`src/core/bfr_map.svh`:
```
/*
 * register offsets, reset values, field positions and debounce counts
 * of the bias fault response block; definitions only, no logic
 */
`ifndef BFR_MAP_SVH
`define BFR_MAP_SVH

`define BFR_OFS_DBNC 8'h4A
`define BFR_OFS_RSVD 8'h4B
`define BFR_OFS_HICUR 8'h4C
`define BFR_OFS_LOCUR 8'h4D
`define BFR_OFS_AUXHI 8'h4E
`define BFR_OFS_AUXLO 8'h4F
`define BFR_OFS_ACT 8'h50

`define BFR_RST_DBNC 8'hB8
`define BFR_RST_RSVD 8'h00
`define BFR_RST_HICUR 8'hA2
`define BFR_RST_LOCUR 8'h48
`define BFR_RST_AUXHI 8'hBA
`define BFR_RST_AUXLO 8'h4B
`define BFR_RST_ACT 8'h88

`define BFR_DBNC_SEL_MSB 3
`define BFR_DBNC_SEL_LSB 2
`define BFR_BATT_DBNC_BIT 1
`define BFR_SCALE_BIT 0
`define BFR_DBNC_RO_MSB 7
`define BFR_DBNC_RO_LSB 4

`define BFR_ACT_SHORT_BIT 7
`define BFR_ACT_HIGH_BIT 6
`define BFR_ACT_LOW_BIT 5
`define BFR_ACT_OV_BIT 4
`define BFR_ACT_OT_BIT 3
`define BFR_ACT_MAN_BIT 2
`define BFR_ACT_AUTO_BIT 1
`define BFR_ACT_SDIS_BIT 0

`define BFR_DBNC_CNT_16 5'h10
`define BFR_DBNC_CNT_8 5'h08
`define BFR_DBNC_CNT_4 5'h04
`define BFR_DBNC_CNT_NONE 5'h01

`define BFR_FLT_SHORT 0
`define BFR_FLT_HIGH 1
`define BFR_FLT_LOW 2
`define BFR_FLT_OV 3
`define BFR_FLT_OT 4
`define BFR_FLT_BATT 5
`define BFR_FLT_AUXHI 6
`define BFR_FLT_AUXLO 7
`define BFR_NUM_FLT 8

`endif

```
`src/core/bfr_pkg.sv`:
```
/*
 * types shared by the bias fault response block
 * assumes bfr_map.svh for the register, field and debounce constants; the bias state encodings are set here
 */
package bfr_pkg;
   typedef enum logic [1:0] {
      BFR_BIAS_ON = 2'b01,
      BFR_BIAS_OFF = 2'b10
   } bfr_bias_state_e;
   typedef logic [4:0] bfr_dbnc_cnt_t;
endpackage

```
`src/core/bfr_ctrl.sv`:
```
/*
 * bias fault response controller: diagnostic configuration registers,
 * per-fault debounce, threshold scaling and bias power-down/recovery
 * assumes comparator results and the sample strobe are synchronous to
 * ref_clk_i and that register accesses are single-cycle strobes
 */
`timescale 1ns/100ps
`include "bfr_map.svh"

module bfr_ctrl #(
   parameter int NUM_FLT = `BFR_NUM_FLT,
   parameter int CODE_W = 8
) (
   // clock and reset
   input wire logic ref_clk_i,
   input wire logic reset_n_i,
   // register port
   input wire logic [7:0] reg_addr_i,
   input wire logic reg_wr_en_i,
   input wire logic [7:0] reg_wr_data_i,
   input wire logic reg_rd_en_i,
   output logic [7:0] reg_rd_data_o,
   output logic reg_rd_valid_o,
   // comparator results
   input wire logic sample_strobe_i,
   input wire logic [NUM_FLT-1:0] fault_raw_i,
   input wire logic battery_below_bias_i,
   // bias supply and fault state
   output logic bias_enable_o,
   output logic [NUM_FLT-1:0] fault_active_o,
   output logic [NUM_FLT-1:0] fault_event_o,
   output logic bias_recover_o,
   // applied thresholds
   output logic [CODE_W:0] bias_high_current_limit_o,
   output logic [CODE_W:0] bias_low_current_limit_o,
   output logic [CODE_W:0] aux_input_upper_limit_o,
   output logic [CODE_W:0] aux_input_lower_limit_o
);

   // named copy of the reset value: a literal macro cannot be sliced directly
   localparam logic [7:0] DBNC_RST = `BFR_RST_DBNC;

   // configuration registers
   logic [3:0] dbnc_cfg_reg;
   logic [3:0] dbnc_cfg_next;
   logic [7:0] hicur_reg;
   logic [7:0] hicur_next;
   logic [7:0] locur_reg;
   logic [7:0] locur_next;
   logic [7:0] auxhi_reg;
   logic [7:0] auxhi_next;
   logic [7:0] auxlo_reg;
   logic [7:0] auxlo_next;
   logic [7:0] act_reg;
   logic [7:0] act_next;
   logic [7:0] rd_data_reg;
   logic [7:0] rd_data_next;
   logic rd_valid_reg;
   logic rd_valid_next;

   logic [1:0] fault_debounce_select;
   logic battery_short_debounce;
   logic threshold_double_scale;
   logic manual_recovery_trigger;
   logic bias_auto_recovery_enable;
   logic bias_short_detect_disable;

   assign fault_debounce_select = dbnc_cfg_reg[`BFR_DBNC_SEL_MSB:`BFR_DBNC_SEL_LSB];
   assign battery_short_debounce = dbnc_cfg_reg[`BFR_BATT_DBNC_BIT];
   assign threshold_double_scale = dbnc_cfg_reg[`BFR_SCALE_BIT];
   assign manual_recovery_trigger = act_reg[`BFR_ACT_MAN_BIT];
   assign bias_auto_recovery_enable = act_reg[`BFR_ACT_AUTO_BIT];
   assign bias_short_detect_disable = act_reg[`BFR_ACT_SDIS_BIT];

   function automatic bfr_pkg::bfr_dbnc_cnt_t dbnc_len(input logic [1:0] sel);
      unique case (sel)
         2'h0: dbnc_len = `BFR_DBNC_CNT_16;
         2'h1: dbnc_len = `BFR_DBNC_CNT_8;
         2'h2: dbnc_len = `BFR_DBNC_CNT_4;
         2'h3: dbnc_len = `BFR_DBNC_CNT_NONE;
      endcase
   endfunction

   function automatic logic hit(input logic [7:0] ofs);
      hit = (reg_addr_i == ofs);
   endfunction

   // register writes; reserved fields have no storage at all
   always_comb begin
      dbnc_cfg_next = dbnc_cfg_reg;
      hicur_next = hicur_reg;
      locur_next = locur_reg;
      auxhi_next = auxhi_reg;
      auxlo_next = auxlo_reg;
      act_next = act_reg;
      act_next[`BFR_ACT_MAN_BIT] = 1'b0;
      if (reg_wr_en_i) begin
         if (hit(`BFR_OFS_DBNC)) begin
            dbnc_cfg_next = reg_wr_data_i[3:0];
         end
         if (hit(`BFR_OFS_HICUR)) begin
            hicur_next = reg_wr_data_i;
         end
         if (hit(`BFR_OFS_LOCUR)) begin
            locur_next = reg_wr_data_i;
         end
         if (hit(`BFR_OFS_AUXHI)) begin
            auxhi_next = reg_wr_data_i;
         end
         if (hit(`BFR_OFS_AUXLO)) begin
            auxlo_next = reg_wr_data_i;
         end
         if (hit(`BFR_OFS_ACT)) begin
            act_next = reg_wr_data_i;
         end
      end
   end

   // reads answer one cycle later; unmapped offsets return zero
   always_comb begin
      rd_valid_next = reg_rd_en_i;
      rd_data_next = 8'h00;
      if (reg_rd_en_i) begin
         unique case (reg_addr_i)
            `BFR_OFS_DBNC: rd_data_next = {DBNC_RST[7:4], dbnc_cfg_reg};
            `BFR_OFS_RSVD: rd_data_next = `BFR_RST_RSVD;
            `BFR_OFS_HICUR: rd_data_next = hicur_reg;
            `BFR_OFS_LOCUR: rd_data_next = locur_reg;
            `BFR_OFS_AUXHI: rd_data_next = auxhi_reg;
            `BFR_OFS_AUXLO: rd_data_next = auxlo_reg;
            `BFR_OFS_ACT: rd_data_next = act_reg;
            default: rd_data_next = 8'h00;
         endcase
      end
   end

   always_ff @(posedge ref_clk_i) begin
      if (!reset_n_i) begin
         dbnc_cfg_reg <= DBNC_RST[3:0];
         hicur_reg <= `BFR_RST_HICUR;
         locur_reg <= `BFR_RST_LOCUR;
         auxhi_reg <= `BFR_RST_AUXHI;
         auxlo_reg <= `BFR_RST_AUXLO;
         act_reg <= `BFR_RST_ACT;
         rd_data_reg <= 8'h00;
         rd_valid_reg <= 1'b0;
      end else begin
         dbnc_cfg_reg <= dbnc_cfg_next;
         hicur_reg <= hicur_next;
         locur_reg <= locur_next;
         auxhi_reg <= auxhi_next;
         auxlo_reg <= auxlo_next;
         act_reg <= act_next;
         rd_data_reg <= rd_data_next;
         rd_valid_reg <= rd_valid_next;
      end
   end

   assign reg_rd_data_o = rd_data_reg;
   assign reg_rd_valid_o = rd_valid_reg;

   // debounce: the battery short follows its own length only below the bias
   bfr_pkg::bfr_dbnc_cnt_t tgt [NUM_FLT];
   logic [NUM_FLT-1:0] raw_gated;
   logic [NUM_FLT-1:0] deb_act;
   logic [NUM_FLT-1:0] fault_act;
   logic [NUM_FLT-1:0] pd_en;

   always_comb begin
      for (int i = 0; i < NUM_FLT; i++) begin
         tgt[i] = dbnc_len(fault_debounce_select);
      end
      if (battery_below_bias_i) begin
         tgt[`BFR_FLT_BATT] = battery_short_debounce ? `BFR_DBNC_CNT_8 : `BFR_DBNC_CNT_16;
      end
      raw_gated = fault_raw_i;
      raw_gated[`BFR_FLT_SHORT] = fault_raw_i[`BFR_FLT_SHORT] & ~bias_short_detect_disable;
   end

   for (genvar g = 0; g < NUM_FLT; g++) begin : g_dbnc
      bfr_debounce #(
         .CNT_W(5)
      ) u_dbnc (
         .ref_clk_i(ref_clk_i),
         .reset_n_i(reset_n_i),
         .sample_i(sample_strobe_i),
         .raw_i(raw_gated[g]),
         .target_i(tgt[g]),
         .active_o(deb_act[g])
      );
   end

   // masking the accepted state too drops a short caught before the disable
   always_comb begin
      fault_act = deb_act;
      fault_act[`BFR_FLT_SHORT] = deb_act[`BFR_FLT_SHORT] & ~bias_short_detect_disable;
      pd_en = '0;
      pd_en[`BFR_FLT_SHORT] = act_reg[`BFR_ACT_SHORT_BIT];
      pd_en[`BFR_FLT_HIGH] = act_reg[`BFR_ACT_HIGH_BIT];
      pd_en[`BFR_FLT_LOW] = act_reg[`BFR_ACT_LOW_BIT];
      pd_en[`BFR_FLT_OV] = act_reg[`BFR_ACT_OV_BIT];
      pd_en[`BFR_FLT_OT] = act_reg[`BFR_ACT_OT_BIT];
   end

   // bias supply state
   bfr_pkg::bfr_bias_state_e state_reg;
   bfr_pkg::bfr_bias_state_e state_next;
   logic [NUM_FLT-1:0] cause_reg;
   logic [NUM_FLT-1:0] cause_next;
   logic [NUM_FLT-1:0] trip;
   logic [NUM_FLT-1:0] flt_out_reg;
   logic [NUM_FLT-1:0] flt_out_next;
   logic [NUM_FLT-1:0] evt_reg;
   logic [NUM_FLT-1:0] evt_next;
   logic bias_en_reg;
   logic bias_en_next;
   logic recover_reg;
   logic recover_next;

   assign trip = fault_act & pd_en;

   always_comb begin
      state_next = state_reg;
      cause_next = cause_reg;
      unique case (state_reg)
         bfr_pkg::BFR_BIAS_ON: begin
            if (|trip) begin
               state_next = bfr_pkg::BFR_BIAS_OFF;
               cause_next = trip;
            end
         end
         bfr_pkg::BFR_BIAS_OFF: begin
            cause_next = cause_reg | trip;
            if (manual_recovery_trigger && !(|trip)) begin
               state_next = bfr_pkg::BFR_BIAS_ON;
               cause_next = '0;
            end else if (bias_auto_recovery_enable && !(|(fault_act & (cause_reg | trip)))) begin
               state_next = bfr_pkg::BFR_BIAS_ON;
               cause_next = '0;
            end
         end
         default: begin
            state_next = bfr_pkg::BFR_BIAS_OFF;
            cause_next = '0;
         end
      endcase
      bias_en_next = (state_next == bfr_pkg::BFR_BIAS_ON);
      recover_next = (state_reg == bfr_pkg::BFR_BIAS_OFF) && bias_en_next;
      flt_out_next = fault_act;
      evt_next = fault_act & ~flt_out_reg;
   end

   always_ff @(posedge ref_clk_i) begin
      if (!reset_n_i) begin
         state_reg <= bfr_pkg::BFR_BIAS_ON;
         cause_reg <= '0;
         bias_en_reg <= 1'b1;
         recover_reg <= 1'b0;
         flt_out_reg <= '0;
         evt_reg <= '0;
      end else begin
         state_reg <= state_next;
         cause_reg <= cause_next;
         bias_en_reg <= bias_en_next;
         recover_reg <= recover_next;
         flt_out_reg <= flt_out_next;
         evt_reg <= evt_next;
      end
   end

   assign bias_enable_o = bias_en_reg;
   assign bias_recover_o = recover_reg;
   assign fault_active_o = flt_out_reg;
   assign fault_event_o = evt_reg;

   bfr_threshold #(
      .CODE_W(CODE_W)
   ) u_thr (
      .ref_clk_i(ref_clk_i),
      .reset_n_i(reset_n_i),
      .scale_i(threshold_double_scale),
      .hicur_i(hicur_reg),
      .locur_i(locur_reg),
      .auxhi_i(auxhi_reg),
      .auxlo_i(auxlo_reg),
      .hicur_o(bias_high_current_limit_o),
      .locur_o(bias_low_current_limit_o),
      .auxhi_o(aux_input_upper_limit_o),
      .auxlo_o(aux_input_lower_limit_o)
   );
endmodule

```
`src/core/bfr_debounce.sv`:
```
/*
 * one fault debouncer: the accepted state follows the raw comparator
 * only after target consecutive disagreeing samples
 * assumes sample_i is a one-cycle strobe in the ref_clk_i domain
 */
`timescale 1ns/100ps
module bfr_debounce #(
   parameter int CNT_W = 5
) (
   // clock and reset
   input wire logic ref_clk_i,
   input wire logic reset_n_i,
   // detection samples
   input wire logic sample_i,
   input wire logic raw_i,
   input wire logic [CNT_W-1:0] target_i,
   // accepted state
   output logic active_o
);
   logic [CNT_W-1:0] cnt_reg;
   logic [CNT_W-1:0] cnt_next;
   logic act_reg;
   logic act_next;
   logic [CNT_W-1:0] inc;

   always_comb begin
      inc = CNT_W'(cnt_reg + 1'b1);
      cnt_next = cnt_reg;
      act_next = act_reg;
      if (sample_i) begin
         if (raw_i == act_reg) begin
            cnt_next = '0;
         end else if (inc >= target_i) begin
            act_next = raw_i;
            cnt_next = '0;
         end else begin
            cnt_next = inc;
         end
      end
   end

   always_ff @(posedge ref_clk_i) begin
      if (!reset_n_i) begin
         cnt_reg <= '0;
         act_reg <= 1'b0;
      end else begin
         cnt_reg <= cnt_next;
         act_reg <= act_next;
      end
   end

   assign active_o = act_reg;
endmodule

```
`src/core/bfr_threshold.sv`:
```
/*
 * applied diagnostic thresholds: each programmed code, optionally doubled
 * assumes codes and scale come from registers in the same clock domain
 */
`timescale 1ns/100ps
module bfr_threshold #(
   parameter int CODE_W = 8
) (
   // clock and reset
   input wire logic ref_clk_i,
   input wire logic reset_n_i,
   // programmed codes
   input wire logic scale_i,
   input wire logic [CODE_W-1:0] hicur_i,
   input wire logic [CODE_W-1:0] locur_i,
   input wire logic [CODE_W-1:0] auxhi_i,
   input wire logic [CODE_W-1:0] auxlo_i,
   // applied limits, one bit wider to hold the doubled code
   output logic [CODE_W:0] hicur_o,
   output logic [CODE_W:0] locur_o,
   output logic [CODE_W:0] auxhi_o,
   output logic [CODE_W:0] auxlo_o
);
   logic [4*(CODE_W+1)-1:0] lim_reg;
   logic [4*(CODE_W+1)-1:0] lim_next;

   function automatic logic [CODE_W:0] apply(input logic s, input logic [CODE_W-1:0] c);
      apply = s ? {c, 1'b0} : {1'b0, c};
   endfunction

   always_comb begin
      lim_next = {apply(scale_i, hicur_i), apply(scale_i, locur_i),
                  apply(scale_i, auxhi_i), apply(scale_i, auxlo_i)};
   end

   always_ff @(posedge ref_clk_i) begin
      if (!reset_n_i) begin
         lim_reg <= '0;
      end else begin
         lim_reg <= lim_next;
      end
   end

   assign {hicur_o, locur_o, auxhi_o, auxlo_o} = lim_reg;
endmodule

```
`config.mk`:
```
export PLATFORM = sky130hd
export DESIGN_NAME = bfr_ctrl
export DESIGN_NICKNAME = d
export VERILOG_FILES = /design/src/core/bfr_pkg.sv /design/src/core/bfr_ctrl.sv /design/src/core/bfr_debounce.sv /design/src/core/bfr_threshold.sv
export VERILOG_INCLUDE_DIRS = /design/src /design/src/core
export SDC_FILE = /design/constraint.sdc
export NUM_CORES = 1
export LEC_CHECK = 0
export BUFFER_PORTS_ARGS = -buffer_cell sky130_fd_sc_hd__buf_2
export CAP_MARGIN = 20
export CORE_ASPECT_RATIO = 1.4
export CORE_MARGIN = 2
export CORE_UTILIZATION = 55
export CTS_CLUSTER_SIZE = 30
export DETAILED_ROUTE_END_ITERATION = 12
export PLACE_DENSITY_LB_ADDON = 0.3
export RECOVER_POWER = 100
export SLEW_MARGIN = 5
export SYNTH_ARGS = -nofsm -noshare
export SYNTH_HDL_FRONTEND = slang
export SYNTH_SLANG_ARGS = --single-unit
export TNS_END_PERCENT = 30
```
`constraint.sdc`:
```
create_clock -name ref_clk_i -period 4.1 [get_ports ref_clk_i]
set_clock_uncertainty 0.1 [all_clocks]
set_input_delay 0.205 -clock ref_clk_i [delete_from_list [all_inputs] [get_ports ref_clk_i]]
set_output_delay 0.205 -clock ref_clk_i [all_outputs]
set_load 0.01 [all_outputs]
```
# Yosys cells after proc, flatten, opt, wreduce, memory -nomap -nowiden
# Cells that the tools add are included.
[word_totals] ff_bits=165 latchBits=0 ram_bits=0 mem_bits_ro=0 inputBits=30 out_inout_bits=63 word_cells=146 mem_count=0
[op_classes] addsub=8 multipliers=0 div_mod_pow=0 magnitude_cmp=8 n_eq_ne=21 n_shift=0 mux=32 n_bitwise=17 n_reduce_logical=26
[ops] op="5-bit 2-to-1 mux" n=18
[ops] op="8-bit 2-to-1 mux" n=7
[ops] op="8-bit by 7-bit equality test with 1-bit output, second input constant" n=6
[ops] op="8-bit case mux with 6 select lines" n=1
[ops] op="5-bit by 1-bit adder with 5-bit output, second input constant" n=8
[ops] op="5-bit >= comparator" n=8
[ops] op="3-bit AND reduction" n=9
[ops] op="5-bit case mux with 4 select lines" n=1
[ops] op="8-bit AND" n=2
[ops] op="8-bit case mux with 2 select lines" n=1
[ops] op="2-bit AND reduction" n=8
[ops] op="8-bit OR reduction" n=2
[ops] op="1-bit NOT" n=10
[ops] op="8-bit by 5-bit AND with 8-bit output" n=1
[ops] op="1-bit equality test" n=8
[ops] op="8-bit NOT" n=1
[ops] op="8-bit OR" n=1
[ops] op="2-bit by 1-bit equality test with 1-bit output, second input constant" n=3
[ops] op="2-bit equality test, second input constant" n=3
[ops] op="2-bit 2-to-1 mux" n=3
[ops] op="2-bit case mux with 2 select lines" n=1
[ops] op="1-bit logical AND" n=3
[ops] op="1-bit AND" n=2
[ops] op="1-bit logical NOT" n=2
[ops] op="other kinds (3)" n=3

# Logic depth before layout (Yosys ltp)
[logic_depth] ltp_word=13 depth_mapped=8 ltp_nobuf=8

# Modules after synthesis
# A second synthesis with hierarchy kept.
[unflattened] cells_unflattened=876 area_unflattened_um2=8329.2
[by_module_without_submodules] module="bfr_debounce" instances=8 cells_per_inst=54 area_per_inst_um2=457.9
[by_module_without_submodules] module="bfr_ctrl" instances=1 cells_per_inst=336 area_per_inst_um2=3359.5
[by_module_without_submodules] module="bfr_threshold" instances=1 cells_per_inst=108 area_per_inst_um2=1306.3

# Worst setup path before layout
# OpenSTA, ideal clock, no wires.
[synth_timing] path_kind="flip-flop to flip-flop" startpoint="reg dbnc_cfg_reg[2]" endpoint="reg g_dbnc[5].u_dbnc.cnt_reg[0]" arrival_ps=1779 required_time_ps=3926 slack_ps=2147 stages_incl_launch_ff=8 path_buffers=0 period_less_slack_ps=1953 cell_sequence="dfxtp_1 -> or2_2 -> nor2_1 -> a21oi_1 -> ha_1 -> or3_1 -> or2_2 -> o21ai_0"
[synth_via] elab_chain_len=6
[synth_lines] item="from (decl)" line_no="bfr_ctrl.sv:44" text="logic [3:0] dbnc_cfg_reg;"
[synth_lines] item="from (signal assigned)" line_no="bfr_ctrl.sv:139" text="dbnc_cfg_reg <= DBNC_RST[3:0];"
[synth_lines] item="from (signal assigned)" line_no="bfr_ctrl.sv:148" text="dbnc_cfg_reg <= dbnc_cfg_next;"
[synth_lines] item="2-bit equality test (tied with other cells)" line_no="bfr_ctrl.sv:76" text="unique case (sel)"
[synth_lines] item="5-bit case mux with 4 select lines (*)" line_no="bfr_ctrl.sv:76"
[synth_lines] item="5-bit 2-to-1 mux (*)" line_no="bfr_ctrl.sv:173" text="if (battery_below_bias_i) begin"
[synth_lines] item="5-bit >= comparator (*)" line_no="bfr_debounce.sv:33" text="end else if (inc >= target_i) begin"
[synth_lines] item="5-bit 2-to-1 mux (*)" line_no="bfr_debounce.sv:33"
[synth_lines] item="5-bit 2-to-1 mux (*)" line_no="bfr_debounce.sv:31" text="if (raw_i == act_reg) begin"
[synth_lines] item="to (signal assigned)" line_no="bfr_debounce.sv:47" text="cnt_reg <= cnt_next;"
[synth_lines] item="to (decl)" line_no="bfr_debounce.sv:20" text="logic [CNT_W-1:0] cnt_reg;"
# Mark *: on every way between the ends. The rest lies on a longest branch, timed or not. The select of a mux whose other input is x is not followed.
# A chain may end at the register's enable or synchronous reset.

# Worst setup path in the final report
[layout_timing] startpoint="in reset_n_i" endpoint="reg auxhi_reg[2]"
[layout_rtl] item="from (decl)" line_no="bfr_ctrl.sv:16" text="input wire logic reset_n_i,"
[layout_rtl] item="to (signal assigned)" line_no="bfr_ctrl.sv:142" text="auxhi_reg <= `BFR_RST_AUXHI;"
[layout_rtl] item="to (signal assigned)" line_no="bfr_ctrl.sv:151" text="auxhi_reg <= auxhi_next;"
[layout_rtl] item="to (decl)" line_no="bfr_ctrl.sv:50" text="logic [7:0] auxhi_reg;"
# No word-level cell between the ends.

==> impl_metrics.env <==
export IMPL_power_density_nw_per_um2=416
export IMPL_crit_fanout=45
export IMPL_ys_seq_elements=162
export IMPL_synth_distinct_cells=45
export IMPL_finalNonFillerCells=1029
export IMPL_ir_drop_uv=205
export IMPL_gp_congestion=1.00
export IMPL_power_switching_share=0.244
export IMPL_io_pins=93
export IMPL_fin_nets=936
export IMPL_setup_viol=0
export IMPL_grt_usage=0.257
export IMPL_fillers=1081
export IMPL_synth_cell_area_sq_um=7180
export IMPL_synthTopCellsByArea="dfxtp_1 (45%), ha_1 (7.3%), mux2i_1 (6.7%)"
export IMPL_viasPerCell=5.92
export IMPL_maxSlewViolCount=82
export IMPL_antenna_found_initial=0
export IMPL_clock_sinks=162
export IMPL_worst_setup_hold_path_clk_slew_ns=0.06
export IMPL_p_leak_nw=3.51
export IMPL_antenna_left=0
export IMPL_die_w_um=101
export IMPL_cts_root_buffer="clkbuf_16"
export IMPL_clockBufferDepth=2
export IMPL_grt_setup_unrepaired="no"
export IMPL_worstSetupStartpointType="input port"
export IMPL_outcome="complete, but fails checks"
export IMPL_coreArea_sq_um=12800
export IMPL_cp_data_required_time_ns=4.22
export IMPL_synth_common_cells="dfxtp_1 (162), nand2_1 (92), nor2_1 (65)"
export IMPL_grt_overflow_total=0
export IMPL_yosysMostFrequentCell="dfxtp_1"
export IMPL_syn2layout_area_growth_pct=15.5
export IMPL_dr_pass1_iters=9
export IMPL_synth_top_area_share=0.452
export IMPL_drtIter0Drc=379
export IMPL_power_switching_mw=0.843
export IMPL_slew_headroom=-0.327
export IMPL_comb_power_share=0.071
export IMPL_drv_cap=2
export IMPL_cts_tree="done"
export IMPL_portBuffers=92
export IMPL_die_area_sq_um=14000
export IMPL_async_flop_share=0
export IMPL_remaining_drc_errors=0
export IMPL_wire_per_inst_um=17.6
export IMPL_intPower_mw=2.61
export IMPL_largest_reg_flops=40
export IMPL_grt_pass1_vias=5956
export IMPL_criticalPathCategory="in2reg"
export IMPL_dp_slack_ns=1.57
export IMPL_yosys_warnings=0
export IMPL_hold_path_class="in2reg"
export IMPL_clock_latency_ns=0.43
export IMPL_cts_hold_buf=11
export IMPL_grt_max_degree=46
export IMPL_worst_pin_slew_ns=1.99
export IMPL_vias=6092
export IMPL_p_total_mw=3.45
export IMPL_cts_resized=0
export IMPL_initial_core_util=0.560
export IMPL_synth_edff_count=0
export IMPL_numCtsBuffers=17
export IMPL_hold_violations=0
export IMPL_end_kind="flip-flop"
export IMPL_min_period_ns=2.73
export IMPL_hpwl_um=12700
export IMPL_die_height_um=139
export IMPL_design_area_sq_um=8290
export IMPL_p_seq_frac=0.469
export IMPL_drive_gt1_frac=0.0890
export IMPL_postSynthAreaPerCell_sq_um=9.33
export IMPL_rows=49
export IMPL_cts_setup_buffers=0
export IMPL_violations="max-capacitance violations, max-slew violations"
export IMPL_wirelength_um=18100
export IMPL_clock_fmax_mhz=367
export IMPL_grt_first_pass_wirelength_um=28500
export IMPL_setup_tns_final_ns=0
export IMPL_clkPwrFrac=0.460
export IMPL_antenna_cells=0
export IMPL_period_share=0.665
export IMPL_synth_fp_nets=841
export IMPL_placed_area_sq_um=7710
export IMPL_htreeDepth=4
export IMPL_yosys_area_top_type="dfxtp_1"
export IMPL_placed_cells=987
export IMPL_fin_ws_ns=1.37
export IMPL_arrival_ns=2.85
export IMPL_synth_seq_area_share=0.452
export IMPL_syn_inst=769
export IMPL_synth_main_ff_cell="dfxtp_1"
[critical path, stage by stage]
cell and delay, ns:
dlygate4sd3_1 0.54, clkbuf_1 0.16, clkinv_1 0.30, clkbuf_1 1.47, nor2_1 0.16
[per-stage QoR]
| stage | utilization | hold WS (ns) |
|---|---|---|
| finish | 0.647 | 0.0148 |
| global route | 0.647 | 0.00755 |
| CTS | 0.656 | 0.00590 |
| detailed placement | 0.602 | 0.298 |
| global placement | 0.602 | 0.291 |
| floorplan | - | 0.219 |
[path summary, 6_finish.rpt]
check,start,end,slack [ns],cells past startpoint
worst max register to register,dbnc_cfg_reg[0]$_SDFFE_PN0P_,u_thr.lim_reg[9]$_SDFF_PP0_,1.56,2
worst max-delay path,reset_n_i,auxhi_reg[2]$_SDFFE_PN0P_,1.37,5
worst min register to register,fault_active_o[5]$_SDFF_PN0_,fault_event_o[5]$_SDFF_PN0_,0.31,1
worst min-delay path,reg_wr_data_i[7],auxlo_reg[7]$_SDFFE_PN0P_,0.01,3
[cell type report]
type | count | area (sq um) | share of cell area
timing repair buffer | 106 | 509 | 0.0614
sequential | 162 | 3240 | 0.391
multi-input combinational | 554 | 3670 | 0.443
tap | 153 | 191 | 0.0231
inverter | 23 | 86.3 | 0.0104
clock inverter | 13 | 151 | 0.0183
clock buffer | 18 | 439 | 0.0530
[layout by cell type (no fill, tap or decap), types with 7 or more instances in the layout]
cell,n
a22o_1,27
o31ai_1,10
buf_2,28
nor2_1,64
a22oi_1,9
clkbuf_1,65
inv_1,22
nand3_1,53
ha_1,42
dfxtp_1,162
clkbuf_16,17
or3_1,8
a222oi_1,7
a211oi_1,8
nand2b_1,25
a21oi_1,39
or2_2,8
a21o_1,9
nand2_1,92
dlygate4sd3_1,11
xnor2_1,23
o21ai_0,33
mux2i_1,48
[power groups by stage]
stage	Combinational, mW	Clock (mW)	Sequential, mW
finish	0.246	1.59	1.62
CTS	0.249	1.60	1.62
detailed placement	0.239	0	1.65
global route	0.269	1.67	1.62
global placement	0.229	0	1.65
floorplan	0.156	0	1.66
[kinds of logic after synthesis]
family | synth area share
XOR/XNOR | 0.0293
AND/OR/NAND/NOR | 0.191
multiplexers | 0.0717
buffers and inverters | 0.0321
AO/OA/AOI/OAI | 0.151
adder cells (fa/ha/maj) | 0.0732
flip-flops | 0.452
[per-layer routing]
metal	share of wire	vias to the layer above	track usage	routed length [um]
met2	0.51	278	0.451	9230
met1	0.37	2821	0.287	6730
met5	0	-	0	0
li1	-	2927	-	-
met3	0.071	66	0.0489	1290
met4	0.047	0	0.141	850
Note: power is estimated with default switching activity, not from simulation.
